<file path="src/verilog/fapg_params.svh">
/*
  Offsets, field positions, reset values and key constants of the flash and SRAM
  permission guard. Assumes inclusion by bare name from design and bench files.
*/
`ifndef FAPG_PARAMS_SVH
`define FAPG_PARAMS_SVH
`define FAPG_OFF_AC 12'h000
`define FAPG_OFF_KEY 12'h004
`define FAPG_OFF_OPT_KEY 12'h008
`define FAPG_OFF_STS 12'h00c
`define FAPG_OFF_OPT 12'h010
`define FAPG_OFF_REQ 12'h014
`define FAPG_OFF_LVL 12'h018
`define FAPG_AC_RESET 32'h00000030
`define FAPG_AC_LAT_LSB 0
`define FAPG_AC_PFE_BIT 4
`define FAPG_AC_PFS_BIT 5
`define FAPG_STS_WRP_BIT 4
`define FAPG_STS_DONE_BIT 5
`define FAPG_KEY1 32'h45670123
`define FAPG_KEY2 32'hcdef89ab
`define FAPG_ONE_GUARD 8'ha5
`define FAPG_ONE_COMPL 8'h5a
`define FAPG_TWO_GUARD 8'hcc
`define FAPG_TWO_COMPL 8'h33
`define FAPG_ERASED 8'hff
`define FAPG_BOOT_BYTES 32'h00000c00
`define FAPG_FLASH_BASE 32'h00000000
`define FAPG_FLASH_SIZE 32'h00008000
`define FAPG_OPT_BASE 32'h1fffc000
`define FAPG_OPT_END 32'h1fffc3ff
`define FAPG_SYS_BASE 32'h1fff0000
`define FAPG_SYS_END 32'h1fff3fff
`define FAPG_SRAM_BASE 32'h20000000
`define FAPG_SRAM_LAST 32'h20000bff
`endif

</file>
<file path="src/verilog/fapg_pkg.sv">
/*
  Types shared by the permission guard files. Assumes nothing outside.
*/
package fapg_pkg;
  typedef enum logic [2:0] {
    FAPG_LVL_ZERO = 3'b001,
    FAPG_LVL_ONE = 3'b010,
    FAPG_LVL_TWO = 3'b100
  } fapg_level_t;
  typedef enum logic [1:0] {
    FAPG_OP_READ = 2'h0,
    FAPG_OP_WRITE = 2'h1,
    FAPG_OP_PAGE_ERASE = 2'h2,
    FAPG_OP_MASS_ERASE = 2'h3
  } fapg_op_t;
  typedef enum logic [2:0] {
    FAPG_ST_IDLE = 3'b001,
    FAPG_ST_ERASE = 3'b010,
    FAPG_ST_DONE = 3'b100
  } fapg_state_t;
endpackage

</file>
<file path="src/verilog/fapg_guard.sv">
/*
  Flash and SRAM access permission guard with an APB register slave.
  Assumes one 25 MHz clock, requests synchronous to it, and a memory array
  behind acc_grant that performs only granted operations.
*/
`timescale 1ns/1ps
`include "fapg_params.svh"
module fapg_guard (
  input wire logic pclk,
  input wire logic presetn,
  input wire logic clk_en,
  input wire logic psel,
  input wire logic penable,
  input wire logic pwrite,
  input wire logic [11:0] paddr,
  input wire logic [31:0] pwdata,
  output logic [31:0] prdata,
  output logic pready,
  output logic pslverr,
  input wire logic acc_valid,
  input wire logic acc_debug,
  input wire logic [1:0] acc_op,
  input wire logic [1:0] acc_size,
  input wire logic [31:0] acc_addr,
  output logic acc_grant,
  output logic acc_deny,
  output logic acc_sram_sel,
  output logic acc_boot_keep,
  output logic erase_all_req,
  input wire logic erase_all_done,
  input wire logic power_down_state,
  output logic sram_invalid
);
  fapg_pkg::fapg_level_t level;
  fapg_pkg::fapg_state_t state;
  logic [31:0] option_shadow_word;
  logic [31:0] opt_user;
  logic [1:0] wait_state_count;
  logic prefetch_buffer_on;
  logic prefetch_buffer_state;
  logic flash_unlocked;
  logic key_half;
  logic opt_unlocked;
  logic opt_key_half;
  logic keys_dead;
  logic write_guard_fault_flag;
  logic operation_done_flag;
  logic boot_lock;
  logic [7:0] pend_one;
  logic [7:0] pend_one_c;
  logic [7:0] level_one_guard_byte;
  logic [7:0] level_one_guard_complement;
  logic [7:0] level_two_guard_byte;
  logic [7:0] level_two_guard_complement;
  logic apb_go;
  logic apb_wr;
  logic next_grant;
  logic in_boot;
  logic in_main;
  logic in_opt;
  logic in_sys;
  logic in_sram;
  logic is_read;
  logic next_deny;
  logic lvl_ok;
  logic [7:0] new_two;
  logic [7:0] new_two_c;
  logic [7:0] new_one;
  logic [7:0] new_one_c;
  logic to_zero;
  logic to_two;
  logic pfault;

  // ******************************************************************
  // Protection level decode
  // ******************************************************************
  fapg_level_decode u_dec (
    .level_one_guard_byte(level_one_guard_byte),
    .level_one_guard_complement(level_one_guard_complement),
    .level_two_guard_byte(level_two_guard_byte),
    .level_two_guard_complement(level_two_guard_complement),
    .level(level)
  );
  assign level_one_guard_byte = option_shadow_word[7:0];
  assign level_one_guard_complement = option_shadow_word[15:8];
  assign level_two_guard_byte = option_shadow_word[23:16];
  assign level_two_guard_complement = option_shadow_word[31:24];
  assign boot_lock = opt_user[3];

  // ******************************************************************
  // APB decode
  // ******************************************************************
  // Every register answers in the access cycle; no wait states needed.
  assign apb_go = psel && penable && clk_en;
  assign apb_wr = apb_go && pwrite;
  assign new_one = pwdata[7:0];
  assign new_one_c = pwdata[15:8];
  assign new_two = pwdata[23:16];
  assign new_two_c = pwdata[31:24];
  assign to_two = (new_two == `FAPG_TWO_GUARD) && (new_two_c == `FAPG_TWO_COMPL);
  assign to_zero = !to_two && (new_one == `FAPG_ONE_GUARD) && (new_one_c == `FAPG_ONE_COMPL);
  // Level two is final; zero and one may go anywhere else.
  assign lvl_ok = (level != fapg_pkg::FAPG_LVL_TWO) && opt_unlocked;
  // Level word writes are refused and flagged unless the option key is unlocked, or once level two is set.
  assign pfault = apb_wr && (paddr == `FAPG_OFF_LVL) && !lvl_ok;

  // ******************************************************************
  // Key unlock sequences
  // ******************************************************************
  always_ff @(posedge pclk or negedge presetn) begin
    if (!presetn) begin
      flash_unlocked <= 1'b0;
      key_half <= 1'b0;
      opt_unlocked <= 1'b0;
      opt_key_half <= 1'b0;
      keys_dead <= 1'b0;
    end else if (apb_wr && !keys_dead) begin
      if (paddr == `FAPG_OFF_KEY) begin
        if (!key_half && pwdata == `FAPG_KEY1) begin
          key_half <= 1'b1;
        end else if (key_half && pwdata == `FAPG_KEY2) begin
          flash_unlocked <= 1'b1;
          key_half <= 1'b0;
        end else begin
          keys_dead <= 1'b1;
        end
      end else if (paddr == `FAPG_OFF_OPT_KEY) begin
        if (flash_unlocked && !opt_key_half && pwdata == `FAPG_KEY1) begin
          opt_key_half <= 1'b1;
        end else if (opt_key_half && pwdata == `FAPG_KEY2) begin
          opt_unlocked <= 1'b1;
          opt_key_half <= 1'b0;
        end else begin
          keys_dead <= 1'b1;
          opt_unlocked <= 1'b0;
        end
      end
    end
  end

  // ******************************************************************
  // Control and option registers
  // ******************************************************************
  always_ff @(posedge pclk or negedge presetn) begin
    if (!presetn) begin
      wait_state_count <= 2'h0;
      prefetch_buffer_on <= 1'b1;
      prefetch_buffer_state <= 1'b1;
      opt_user <= 32'h000000ff;
    end else if (clk_en) begin
      prefetch_buffer_state <= prefetch_buffer_on;
      if (apb_wr && paddr == `FAPG_OFF_AC) begin
        wait_state_count <= pwdata[`FAPG_AC_LAT_LSB +: 2];
        prefetch_buffer_on <= pwdata[`FAPG_AC_PFE_BIT];
      end
      if (apb_wr && paddr == `FAPG_OFF_OPT && opt_unlocked) begin
        opt_user <= pwdata;
      end
    end
  end

  // Guard bytes start erased, which reads back as level one until written.
  always_ff @(posedge pclk or negedge presetn) begin
    if (!presetn) begin
      option_shadow_word <= {4{`FAPG_ERASED}};
      pend_one <= `FAPG_ERASED;
      pend_one_c <= `FAPG_ERASED;
      state <= fapg_pkg::FAPG_ST_IDLE;
    end else if (clk_en) begin
      unique case (state)
        fapg_pkg::FAPG_ST_IDLE: begin
          if (apb_wr && paddr == `FAPG_OFF_LVL && lvl_ok) begin
            if (to_zero && level == fapg_pkg::FAPG_LVL_ONE) begin
              // The new level waits until the whole main array is erased.
              pend_one <= new_one;
              pend_one_c <= new_one_c;
              state <= fapg_pkg::FAPG_ST_ERASE;
            end else begin
              option_shadow_word <= pwdata;
            end
          end
        end
        fapg_pkg::FAPG_ST_ERASE: begin
          if (erase_all_done) begin
            option_shadow_word <= {16'hffff, pend_one_c, pend_one};
            state <= fapg_pkg::FAPG_ST_DONE;
          end
        end
        fapg_pkg::FAPG_ST_DONE: begin
          state <= fapg_pkg::FAPG_ST_IDLE;
        end
      endcase
    end
  end

  // ******************************************************************
  // Access permission check
  // ******************************************************************
  assign in_main = acc_addr < `FAPG_FLASH_SIZE;
  assign in_boot = acc_addr < `FAPG_BOOT_BYTES;
  assign in_opt = acc_addr >= `FAPG_OPT_BASE && acc_addr <= `FAPG_OPT_END;
  assign in_sys = acc_addr >= `FAPG_SYS_BASE && acc_addr <= `FAPG_SYS_END;
  assign in_sram = acc_addr >= `FAPG_SRAM_BASE && acc_addr <= `FAPG_SRAM_LAST;
  assign is_read = acc_op == fapg_pkg::FAPG_OP_READ;

  always_comb begin
    next_grant = 1'b0;
    if (acc_op == fapg_pkg::FAPG_OP_MASS_ERASE) begin
      // Mass erase is allowed except from debug above level zero; the lock only narrows what it clears.
      next_grant = !(acc_debug && level != fapg_pkg::FAPG_LVL_ZERO);
    end else if (in_sram) begin
      // Byte, half-word and word sizes all pass; size 3 is not a size.
      next_grant = (acc_size != 2'h3) && (acc_op != fapg_pkg::FAPG_OP_PAGE_ERASE) &&
                   !(acc_debug && level != fapg_pkg::FAPG_LVL_ZERO);
    end else if (in_main) begin
      if (acc_debug && level != fapg_pkg::FAPG_LVL_ZERO) begin
        next_grant = 1'b0;
      end else if (is_read) begin
        next_grant = 1'b1;
      end else if (in_boot) begin
        next_grant = (level == fapg_pkg::FAPG_LVL_ZERO) && !boot_lock;
      end else begin
        next_grant = 1'b1;
      end
    end else if (in_opt) begin
      if (level == fapg_pkg::FAPG_LVL_TWO) begin
        next_grant = is_read && !acc_debug;
      end else begin
        next_grant = is_read || opt_unlocked;
      end
    end else if (in_sys) begin
      next_grant = is_read;
    end
  end
  assign next_deny = acc_valid && !next_grant;

  // Grant is one registered cycle, so SRAM fetches see no extra wait.
  always_ff @(posedge pclk or negedge presetn) begin
    if (!presetn) begin
      acc_grant <= 1'b0;
      acc_deny <= 1'b0;
      acc_sram_sel <= 1'b0;
      acc_boot_keep <= 1'b0;
    end else if (clk_en) begin
      acc_grant <= acc_valid && next_grant;
      acc_deny <= next_deny;
      acc_sram_sel <= acc_valid && in_sram;
      acc_boot_keep <= acc_valid && boot_lock &&
                       acc_op == fapg_pkg::FAPG_OP_MASS_ERASE;
    end
  end

  // ******************************************************************
  // Status, erase request, SRAM validity
  // ******************************************************************
  // Hardware set wins over a write-one clear in the same cycle.
  always_ff @(posedge pclk or negedge presetn) begin
    if (!presetn) begin
      write_guard_fault_flag <= 1'b0;
      operation_done_flag <= 1'b0;
      erase_all_req <= 1'b0;
      sram_invalid <= 1'b0;
    end else if (clk_en) begin
      if (next_deny || pfault) begin
        write_guard_fault_flag <= 1'b1;
      end else if (apb_wr && paddr == `FAPG_OFF_STS && pwdata[`FAPG_STS_WRP_BIT]) begin
        write_guard_fault_flag <= 1'b0;
      end
      if (state == fapg_pkg::FAPG_ST_DONE) begin
        operation_done_flag <= 1'b1;
      end else if (apb_wr && paddr == `FAPG_OFF_STS && pwdata[`FAPG_STS_DONE_BIT]) begin
        operation_done_flag <= 1'b0;
      end
      erase_all_req <= state == fapg_pkg::FAPG_ST_ERASE && !erase_all_done;
      // Stop keeps SRAM; only power-down marks the contents lost.
      if (power_down_state) begin
        sram_invalid <= 1'b1;
      end else if (acc_valid && in_sram && acc_op == fapg_pkg::FAPG_OP_WRITE) begin
        sram_invalid <= 1'b0;
      end
    end
  end

  // ******************************************************************
  // APB read data and response
  // ******************************************************************
  always_ff @(posedge pclk or negedge presetn) begin
    if (!presetn) begin
      prdata <= 32'h00000000;
      pready <= 1'b0;
      pslverr <= 1'b0;
    end else if (clk_en) begin
      pready <= psel && !penable;
      pslverr <= 1'b0;
      prdata <= 32'h00000000;
      if (psel && !penable) begin
        if (!pwrite) begin
          unique case (paddr)
            `FAPG_OFF_AC: prdata <= {26'h0, prefetch_buffer_state, prefetch_buffer_on,
                                     2'h0, wait_state_count};
            `FAPG_OFF_STS: prdata <= {26'h0, operation_done_flag, write_guard_fault_flag,
                                      3'h0, state == fapg_pkg::FAPG_ST_ERASE};
            `FAPG_OFF_OPT: prdata <= opt_user;
            `FAPG_OFF_LVL: prdata <= option_shadow_word;
            `FAPG_OFF_REQ: prdata <= {29'h0, level};
            default: prdata <= 32'h00000000;
          endcase
        end
        // Only aligned word offsets in the map answer without error.
        pslverr <= paddr[1:0] != 2'h0 || paddr > `FAPG_OFF_LVL;
      end
    end
  end
endmodule

</file>
<file path="src/verilog/fapg_level_decode.sv">
/*
  Decodes protection level from the guard bytes and their complements.
  Assumes stable option bytes held in registers by the caller.
*/
`timescale 1ns/1ps
`include "fapg_params.svh"
module fapg_level_decode (
  input wire logic [7:0] level_one_guard_byte,
  input wire logic [7:0] level_one_guard_complement,
  input wire logic [7:0] level_two_guard_byte,
  input wire logic [7:0] level_two_guard_complement,
  output fapg_pkg::fapg_level_t level
);
  logic is_two;
  logic is_zero;
  // Level two wins regardless of the level-one bytes.
  assign is_two = (level_two_guard_byte == `FAPG_TWO_GUARD) &&
                  (level_two_guard_complement == `FAPG_TWO_COMPL);
  assign is_zero = (level_one_guard_byte == `FAPG_ONE_GUARD) &&
                   (level_one_guard_complement == `FAPG_ONE_COMPL) && !is_two;
  assign level = is_two ? fapg_pkg::FAPG_LVL_TWO :
                 (is_zero ? fapg_pkg::FAPG_LVL_ZERO : fapg_pkg::FAPG_LVL_ONE);
endmodule

</file>
<file path="config.mk">
export PLATFORM = sky130hd
export DESIGN_NAME = fapg_guard
export DESIGN_NICKNAME = d
export VERILOG_FILES = /design/src/verilog/fapg_pkg.sv /design/src/verilog/fapg_guard.sv /design/src/verilog/fapg_level_decode.sv
export VERILOG_INCLUDE_DIRS = /design/src /design/src/verilog
export SDC_FILE = /design/constraint.sdc
export NUM_CORES = 1
export LEC_CHECK = 0
export ABC_AREA = 1
export BUFFER_PORTS_ARGS = -buffer_cell sky130_fd_sc_hd__buf_2
export CAP_MARGIN = 20
export CORE_ASPECT_RATIO = 0.8
export CORE_UTILIZATION = 56
export DETAILED_ROUTE_END_ITERATION = 8
export MAX_ROUTING_LAYER = met4
export PLACE_DENSITY = 0.78
export SLEW_MARGIN = 0
export SYNTH_ARGS = -nofsm -noshare
export SYNTH_HDL_FRONTEND = slang
export SYNTH_SLANG_ARGS = --single-unit
</file>
<file path="constraint.sdc">
create_clock -name pclk -period 2 [get_ports pclk]
set_input_delay 0.4 -clock pclk [delete_from_list [all_inputs] [get_ports pclk]]
set_output_delay 0.4 -clock pclk [all_outputs]
set_load 0.005 [all_outputs]
</file>
==> flow_metrics.py, run 1 <==
metrics = {
    "floorplan": {
        "coreArea_um2": 12300,
        "initial_core_util_pct": 57.9,
        "io_pins": 130,
        "dieArea_um2": 13100,
        "die_y_um": 103,
        "die_w_um": 128,
        "num_rows": 36,
    },
    "setup_path": {
        "rrSetupSlack_ns": 0.01,
        "critPathLaunch": "option_shadow_word[31]",
        "worst_setup_path_start_kind": "flop",
        "end_kind": "flop",
        "crit_type": "flop to flop",
        "r2r_start": "option_shadow_word[31]",
        "crit_fanout": 20,
        "arrival_ns": 2.34,
        "cp.required_ns": 2.35,
    },
    "logic_synthesis": {
        "ys.flop_type": "dfrtp_1",
        "ys_seq_area_share_pct": 48.3,
        "syn-num-nets": 1004,
        "async_flop_share_pct": 100,
        "synth_top_family_by_area": "simple AND/OR/NAND/NOR gates",
        "synth_xor_area_share_pct": 0,
        "ys_warn_count": 0,
        "synth_mux_area_share_pct": 1.43,
        "synth.cell_area_um2": 7090,
        "ys_ff_latch": 134,
        "yosys.area.top_type": "dfrtp_1",
        "synthAdderAreaFrac_pct": 0,
        "syn_avg_cell_area_um2": 7.76,
        "netlist_instances": 914,
        "yosysTopAreaCellShare_pct": 26.5,
        "synth_compound_area_share_pct": 13.5,
        "synthSimpleGateAreaFrac_pct": 27.0,
        "synth_area_leaders": "dfrtp_1, dfstp_2, nand2_1",
        "synth.distinct_cells": 36,
        "synth.most_common_cell": "nand2_1",
        "synthTopCellsByCount": "nand2_1, inv_1, dfrtp_1, nor2_1, o21ai_0",
        "synth_edf_count": 0,
    },
    "sta": {
        "setup_tns_ns": 0,
        "skew_ns": 0.00890,
        "final-setup-viol-count": 0,
        "slew_viol_final": 0,
        "slew_headroom_pct": 63.0,
        "rsz0062_at_grt": "yes",
        "fmax_mhz": 503,
        "layout_min_cycle_time_ns": 1.99,
        "worst_slew_pin_slew_ns": 0.555,
        "hold_viol": 0,
        "min_period_over_period_pct": 99.5,
    },
    "final_layout": {
        "diodes": 0,
        "fillerInstances": 936,
        "area_growth_pct": 27.6,
        "design_area_um2": 9040,
        "nets": 1182,
        "finalNonFillerCells": 1276,
        "drive_gt1_share_pct": 29.8,
    },
    "hold_path": {
        "hp-class": "input pin to flop",
        "hp-start": "power_down_state",
    },
    "pwr": {
        "power_density_nw_per_um2": 1010,
        "peakVddDrop_uv": 791,
        "p_total_mw": 9.14,
        "p_leak_nw": 4.74,
    },
    "grt": {
        "grt_max_degree": 42,
        "groute.usage.overall_pct": 34.9,
        "grt_pass1_vias": 6404,
        "grt_antenna_before_repair": 0,
        "grt_pass1_wl_um": 33100,
        "grt_overflow_total": 0,
    },
    "clock_network": {
        "cts_tree": "yes",
        "htreeDepth": 4,
        "clock_path_buffers": 2,
        "clock_latency_ns": 0.43,
        "clk_pin_slew_ns": 0.06,
        "cts_sinks": 134,
        "clock-root-buffer": "clkbuf_16",
        "numCtsBuffers": 17,
    },
    "run": {
        "max-cap-violations": 0,
    },
    "place": {
        "placedCellCount": 1240,
        "dp_hpwl_um": 15100,
        "io_buffers": 129,
        "place_congestion": 0.904,
        "place_area_um2": 8320,
    },
    "detailed_routing": {
        "post_drt_via_cell_ratio": 5.54,
        "drtPass1Iterations": 5,
        "drt_wl_total_um": 21200,
        "drt_iter0_markers": 746,
        "final_antenna_net_count": 0,
        "avgRoutedWirePerCell_um": 16.6,
        "drc": 0,
        "vias": 7073,
    },
    "status": {
        "status": "finished clean",
    },
}
per-layer routing:
| layer | vias up | wire [um] | global-route usage, % |
|---|---|---|---|
| met5 | - | 0 | - |
| met4 | 0 | 493 | 14.2 |
| met3 | 41 | 2220 | 8.98 |
| met2 | 398 | 9110 | 49.2 |
| met1 | 3332 | 9420 | 48.0 |
| li1 | 3302 | - | - |
cell families (layout without fill, tap and decap cells):
kind of cell | after synthesis | after routing
AND/OR/NAND/NOR | 450 | 450
flip-flops | 134 | 134
multiplexers | 9 | 9
buffers and inverters | 167 | 358
AO/OA/AOI/OAI | 154 | 154
repair_timing:
item,CTS,global route
setup buffers,1,1
resized for setup,4,12
gates cloned,1,0
pin swaps,3,2
hold endpoints to repair,26,0
hold buffers,1,0
setup endpoints to repair,35,38
path summary, 6_finish.rpt:
path                                          endpoint  cells past startpoint
worst min register to register             pend_one[6]                      2
min in group asynchronous                   prdata[16]                      2
max in group asynchronous       option_shadow_word[12]                      3
worst max-delay path            option_shadow_word[12]                     12
worst max register to register  option_shadow_word[12]                     12
worst min-delay path                      sram_invalid                      3
registers in the layout, summed over array words and instances, names as in the netlist, 2 cells and up:
register,cells
opt_user,32
option_shadow_word,32
pend_one,8
pend_one_c,8
prdata,32
state,3
wait_state_count,2
metrics by stage:
stage | worst slack (ns) | utilization, % | hold WS, ns
after floorplan | 0.131 | - | 0.104
after global placement | -0.165 | 67.9 | 0.418
after detailed placement | -0.141 | 67.9 | 0.421
after CTS | 0.00696 | 73.5 | 0.164
after global routing | -0.123 | 73.8 | 0.201
final | 0.0108 | 73.8 | 0.169
cell usage in the layout, fill, tap and decap left out, types with 11 or more instances in the layout:
| master | count |
|---|---|
| nor2_1 | 68 |
| dfstp_2 | 59 |
| dfrtp_1 | 75 |
| o21ai_2 | 14 |
| clkbuf_16 | 18 |
| nand4_1 | 22 |
| o21ai_0 | 61 |
| nand3_1 | 57 |
| a21o_1 | 18 |
| inv_1 | 133 |
| buf_2 | 128 |
| a22o_1 | 11 |
| nand2_1 | 266 |
| o21ai_1 | 21 |
| buf_4 | 53 |
power by group:
part           switching [mW]  internal, mW  total (mW)
logic                    1.35         0.859        2.21
registers               0.299          3.31        3.60
clock network            1.23          2.10        3.33
layout make-up:
class	count	area, um2	area share, %
clock buffers	21	482	5.33
well taps	171	214	2.37
repair buffers	193	1260	14.0
multi-input cells	613	3010	33.3
inverters	133	499	5.52
clock inverters	11	145	1.60
flip-flops and latches	134	3430	37.9
worst max-delay path: stages, from the launching register on:
cell	delay, ns
dfstp_2	0.54
nor2_1	0.06
nand2_1	0.09
nor2_2	0.05
nand2_2	0.13
nand2_1	0.10
nor3_2	0.22
nor2_2	0.07
nor2_4	0.11
nand3_4	0.16
buf_12	0.20
nand2_1	0.11
o21ai_2	0.08
Power figures use the tool's default switching activity.
==> run 2, diff against run 1 <==
--- a/config.mk
+++ b/config.mk
@@ -11,9 +11,11 @@
 export CAP_MARGIN = 20
 export CORE_ASPECT_RATIO = 0.8
 export CORE_UTILIZATION = 56
+export CTS_BUF_LIST = sky130_fd_sc_hd__clkbuf_8 sky130_fd_sc_hd__clkbuf_16
 export DETAILED_ROUTE_END_ITERATION = 8
 export MAX_ROUTING_LAYER = met4
 export PLACE_DENSITY = 0.78
+export SETUP_SLACK_MARGIN = 0.05
 export SLEW_MARGIN = 0
 export SYNTH_ARGS = -nofsm -noshare
 export SYNTH_HDL_FRONTEND = slang
==> run 2 against run 1 <==
The run now ends with negative setup slack left. Utilization is 4.0 points higher. Wire length is 9.9% higher. Register-to-register slack got worse by 0.07 ns. Flip-flop and latch count unchanged. Critical endpoint unchanged. Non-clock buffer count rose by 17. Clock-buffer cell count is 1 lower.
==> flow_metrics.py, run 2 (same netlist as run 1, synthesis figures left out) <==
metrics = {
    "pwr": {
        "peakVddDrop_uv": 740,
        "p_total_mw": 10.0,
        "power_density_nw_per_um2": 1050,
        "p_leak_nw": 4.95,
    },
    "sta": {
        "setup_ws_ns": -0.0581,
        "layout_min_cycle_time_ns": 2.06,
        "setup_tns_ns": -0.289,
        "slew_headroom_pct": 60.2,
        "skew_ns": 0.00897,
        "hold_viol": 0,
        "rsz0062_at_grt": "yes",
        "min_period_over_period_pct": 103,
        "slew_viol_final": 0,
        "final-setup-viol-count": 14,
        "fmax_mhz": 486,
        "worst_slew_pin_slew_ns": 0.591,
    },
    "detailed_routing": {
        "final_antenna_net_count": 0,
        "avgRoutedWirePerCell_um": 18.0,
        "drt_iter0_markers": 793,
        "drtPass1Iterations": 6,
        "vias": 7404,
        "drt_wl_total_um": 23300,
        "post_drt_via_cell_ratio": 5.73,
        "drc": 0,
    },
    "floorplan": {
        "die_y_um": 103,
        "dieArea_um2": 13100,
        "num_rows": 36,
        "io_pins": 130,
        "coreArea_um2": 12300,
        "initial_core_util_pct": 57.9,
        "die_w_um": 128,
    },
    "final_layout": {
        "drive_gt1_share_pct": 34.7,
        "area_growth_pct": 34.4,
        "largestRegisters": "opt_user: 32 flops, option_shadow_word: 32 flops, prdata: 32 flops",
        "nets": 1199,
        "postLayoutCoreUtil_pct": 77.8,
        "fillerInstances": 809,
        "mostFrequentLayoutCells": "nand2_1, inv_1, buf_2",
        "layout_commonest_cell": "nand2_1",
        "diodes": 0,
    },
    "clock_network": {
        "htreeDepth": 4,
        "numCtsBuffers": 17,
        "cts_sinks": 134,
        "clock_latency_ns": 0.43,
        "clk_pin_slew_ns": 0.06,
        "cts_tree": "yes",
        "clock-root-buffer": "clkbuf_16",
        "clock_path_buffers": 2,
    },
    "grt": {
        "groute.usage.overall_pct": 35.0,
        "grt_pass1_wl_um": 33200,
        "grt_pass1_vias": 6412,
        "grt_overflow_total": 0,
        "grt_max_degree": 42,
        "grt_antenna_before_repair": 0,
    },
    "hold_path": {
        "hp-class": "input pin to flop",
        "hp-start": "power_down_state",
    },
    "setup_path": {
        "cp.required_ns": 2.35,
        "worst_setup_path_start_kind": "flop",
        "r2r_start": "option_shadow_word[14]",
        "critPathLaunch": "option_shadow_word[14]",
        "crit_fanout": 8,
        "end_kind": "flop",
        "arrival_ns": 2.41,
        "crit_type": "flop to flop",
    },
    "place": {
        "place_congestion": 0.904,
        "io_buffers": 129,
        "dp_hpwl_um": 15100,
    },
    "status": {
        "violations": "negative setup slack",
        "status": "finished, violations left",
    },
    "run": {
        "max-cap-violations": 0,
    },
}
## run 2: cell count changes in the layout (fill, tap and decap cells not counted), moves of 5 or more
cell	previous run	this run
nand2_2	3	13
nand2_4	0	11
nor2_2	4	9
nor2_1	68	60
o21ai_2	14	20
clkbuf_16	18	24
nand2_1	266	245
o21ai_1	21	13
buf_4	53	59
## run 2: report_power, final
group          switching, mW  internal, mW  leakage, nW
sequential             0.352          3.31         1.62
combinational           1.72          1.32         3.02
clock                   1.25          2.10        0.305
total                   3.32          6.73         4.95
## run 2: stage by stage
| step | hold WS [ns] | cell area (um2) | worst slack [ns] | cells |
|---|---|---|---|---|
| floorplan | 0.104 | 7090 | 0.131 | 914 |
| global placement | 0.418 | 8320 | -0.165 | 1240 |
| detailed placement | 0.421 | 8320 | -0.141 | 1240 |
| CTS | 0.164 | 9010 | 0.0523 | 1275 |
| global route | 0.202 | 9530 | -0.0901 | 1293 |
| finish | 0.170 | 9530 | -0.0581 | 1293 |
## run 2: worst paths after layout
check	endpoint	slack (ns)	cells after the start
worst max-delay path	option_shadow_word[12]	-0.06	10
worst max register to register	option_shadow_word[12]	-0.06	10
worst min-delay path	sram_invalid	0.17	3
min in group asynchronous	prdata[16]	0.52	2
max in group asynchronous	option_shadow_word[12]	0.81	3
worst min register to register	pend_one[6]	0.45	2
## run 2: worst max-delay path: stages, from the launching register on
cell and delay [ns]:
dfstp_2 0.57, nand2_1 0.09, nor2_1 0.14, nand2_1 0.14, o21ai_4 0.22, nor2_2 0.09, nand2_2 0.09, nand3_4 0.13
buf_12 0.19, buf_16 0.15, o21ai_2 0.16
## run 2: metal layers
| metal | track usage [%] | up-vias | wire, um |
|---|---|---|---|
| met5 | - | - | 0 |
| met4 | 12.9 | 0 | 752 |
| met3 | 8.20 | 71 | 2630 |
| met2 | 50.1 | 505 | 10200 |
| met1 | 48.6 | 3504 | 9760 |
| li1 | - | 3324 | - |
## run 2: final cells by class
type                    instances  area [um2]  area share, %
inverters                     133         499           5.24
repair buffers                210        1530           16.0
flip-flops and latches        134        3430           36.0
clock inverters                12         149           1.56
well taps                     171         214           2.25
multi-input cells             613        3230           33.9
clock buffers                  20         478           5.02
## run 2: repair_timing
action | 4_1_cts | 5_1_grt
hold buffers | 1 | 0
gates resized for setup | 7 | 74
endpoints found under the setup margin | 35 | 40
gates cloned | 1 | 8
pin swaps | 3 | 7
endpoints found under the hold margin | 26 | 0
setup buffers | 1 | 10
==> run 3, diff against run 2 <==
--- a/config.mk
+++ b/config.mk
@@ -9,12 +9,14 @@
 export ABC_AREA = 1
 export BUFFER_PORTS_ARGS = -buffer_cell sky130_fd_sc_hd__buf_2
 export CAP_MARGIN = 20
+export CELL_PAD_IN_SITES_DETAIL_PLACEMENT = 0
+export CELL_PAD_IN_SITES_GLOBAL_PLACEMENT = 2
 export CORE_ASPECT_RATIO = 0.8
-export CORE_UTILIZATION = 56
+export CORE_UTILIZATION = 32
 export CTS_BUF_LIST = sky130_fd_sc_hd__clkbuf_8 sky130_fd_sc_hd__clkbuf_16
 export DETAILED_ROUTE_END_ITERATION = 8
 export MAX_ROUTING_LAYER = met4
-export PLACE_DENSITY = 0.78
+export PLACE_DENSITY_LB_ADDON = 0.08
 export SETUP_SLACK_MARGIN = 0.05
 export SLEW_MARGIN = 0
 export SYNTH_ARGS = -nofsm -noshare
==> run 3 against run 2 <==
Worst hold slack improved by 0.014 ns. Register-to-register slack improved by 0.11 ns. Via count is 9.8% lower. The flow now finishes without violations. Fmax increased by 5.7%. Clock-buffer cell count shrank 2. Wire length fell by 2.7%. Non-clock buffer count rose by 45. Clock power down 7.2%. Die area is 74% higher.
==> flow_metrics.py, run 3 (same netlist as run 1, synthesis figures left out) <==
metrics = {
    "sta": {
        "fmax_mhz": 514,
        "layout_min_cycle_time_ns": 1.95,
        "worst_slew_pin_slew_ns": 0.411,
        "slew_headroom_pct": 72.4,
        "skew_ns": 0.0112,
        "slew_viol_final": 0,
        "final-setup-viol-count": 0,
        "min_period_over_period_pct": 97.3,
        "rsz0062_at_grt": "yes",
        "hold_viol": 0,
        "setup_tns_ns": 0,
    },
    "hold_path": {
        "hp-class": "input pin to flop",
    },
    "setup_path": {
        "crit_type": "flop to flop",
        "end_kind": "flop",
        "arrival_ns": 2.30,
        "worst_setup_path_start_kind": "flop",
        "cp.required_ns": 2.35,
        "crit_fanout": 25,
    },
    "place": {
        "dp_hpwl_um": 16900,
        "place_congestion": 0.845,
        "io_buffers": 129,
    },
    "detailed_routing": {
        "vias": 6681,
        "drt_wl_total_um": 22700,
        "post_drt_via_cell_ratio": 4.63,
        "drc": 0,
        "avgRoutedWirePerCell_um": 15.8,
        "drt_iter0_markers": 447,
        "final_antenna_net_count": 0,
        "drtPass1Iterations": 4,
    },
    "pwr": {
        "power_switching_mw": 2.90,
        "peakVddDrop_uv": 450,
        "p_total_mw": 9.22,
        "power.internal_mw": 6.32,
        "p_leak_nw": 5.06,
        "clkPwrFrac_pct": 33.6,
        "swShare_pct": 31.5,
        "pwr-share-comb_pct": 28.4,
        "seqPwrFrac_pct": 38.0,
        "power_density_nw_per_um2": 950,
    },
    "grt": {
        "grt_max_degree": 70,
        "grt_pass1_vias": 6382,
        "groute.usage.overall_pct": 21.3,
        "grt_overflow_total": 0,
        "grt_antenna_before_repair": 0,
        "grt_pass1_wl_um": 35400,
    },
    "final_layout": {
        "mostFrequentLayoutCells": "nand2_1, inv_1, buf_2",
        "nets": 1244,
        "largestRegisters": "opt_user: 32 flops, option_shadow_word: 32 flops, prdata: 32 flops",
        "area_growth_pct": 36.9,
        "fillerInstances": 2262,
        "diodes": 0,
        "layout_commonest_cell": "nand2_1",
        "drive_gt1_share_pct": 35.7,
    },
    "clock_network": {
        "htreeDepth": 4,
        "clock-root-buffer": "clkbuf_16",
        "clk_pin_slew_ns": 0.06,
        "cts_sinks": 134,
        "clock_latency_ns": 0.42,
        "cts_tree": "yes",
        "clock_path_buffers": 2,
        "numCtsBuffers": 17,
    },
    "floorplan": {
        "initial_core_util_pct": 32.8,
        "die_y_um": 135,
        "io_pins": 130,
        "die_w_um": 168,
        "coreArea_um2": 21600,
        "dieArea_um2": 22800,
        "num_rows": 48,
    },
    "status": {
        "status": "finished clean",
    },
    "run": {
        "max-cap-violations": 0,
    },
}
-- run 3: cell type report --
cell class	instances	area (um2)	share of cell area (%)
flip-flops and latches	134	3430	35.3
multi-input cells	613	3150	32.4
repair buffers	255	1720	17.7
inverters	133	499	5.14
clock buffers	18	439	4.52
well taps	275	344	3.54
clock inverters	14	136	1.40
-- run 3: critical path: stages (launching register included) --
cell	delay [ns]
dfstp_2	0.56
nor2_4	0.05
nand2_2	0.08
nor2_4	0.05
nand2_4	0.14
nand2_4	0.07
nor3_4	0.18
nor2_2	0.08
nor2_4	0.11
nand3_4	0.18
buf_12	0.22
o21ai_1	0.13
-- run 3: power groups by stage --
stage | logic, mW | clock network [mW] | registers (mW)
final | 2.62 | 3.10 | 3.50
after global routing | 2.92 | 3.29 | 3.55
after CTS | 2.47 | 3.19 | 3.48
after detailed placement | 2.44 | 0 | 3.53
after global placement | 2.43 | 0 | 3.52
after floorplan | 1.28 | 0 | 3.54
-- run 3: per-layer routing --
layer / vias to the layer above / part of all wire, % / global-route usage (%)
met5: - / 0 / -
met1: 3129 / 51 / 30.4
met2: 111 / 44 / 31.6
met3: 11 / 4.3 / 3.21
met4: 0 / 0.75 / 5.05
li1: 3430 / - / -
-- run 3: what timing repair did --
| action | CTS | global route |
|---|---|---|
| pin swaps | 2 | 4 |
| endpoints found under the hold margin | 2 | 0 |
| hold buffers | 1 | 0 |
| resized for setup | 12 | 43 |
| setup endpoints to repair | 55 | 39 |
| buffers inserted | 2 | 5 |
-- run 3: metrics by stage --
stage | utilization, % | area [um2] | cells | hold slack [ns] | setup WS (ns)
finish | 44.9 | 9710 | 1442 | 0.184 | 0.0534
detailed placement | 41.1 | 8890 | 1402 | 0.196 | -0.215
floorplan | - | 7090 | 914 | 0.104 | 0.131
global route | 44.9 | 9710 | 1442 | 0.193 | -0.0202
CTS | 44.1 | 9530 | 1437 | 0.168 | 0.0530
global placement | 41.1 | 8890 | 1402 | 0.198 | -0.176
-- run 3: path summary, 6_finish.rpt --
| check | depth (start not counted) | from | to | slack, ns |
|---|---|---|---|---|
| max | 11 | option_shadow_word[21] | option_shadow_word[11] | 0.05 |
| min | 3 | power_down_state | sram_invalid | 0.18 |
| max reg2reg | 11 | option_shadow_word[21] | option_shadow_word[11] | 0.05 |
| min reg2reg | 2 | pend_one_c[5] | pend_one_c[5] | 0.45 |
| max in group asynchronous | 3 | presetn | pend_one_c[4] | 1.07 |
| min in group asynchronous | 2 | presetn | sram_invalid | 0.33 |
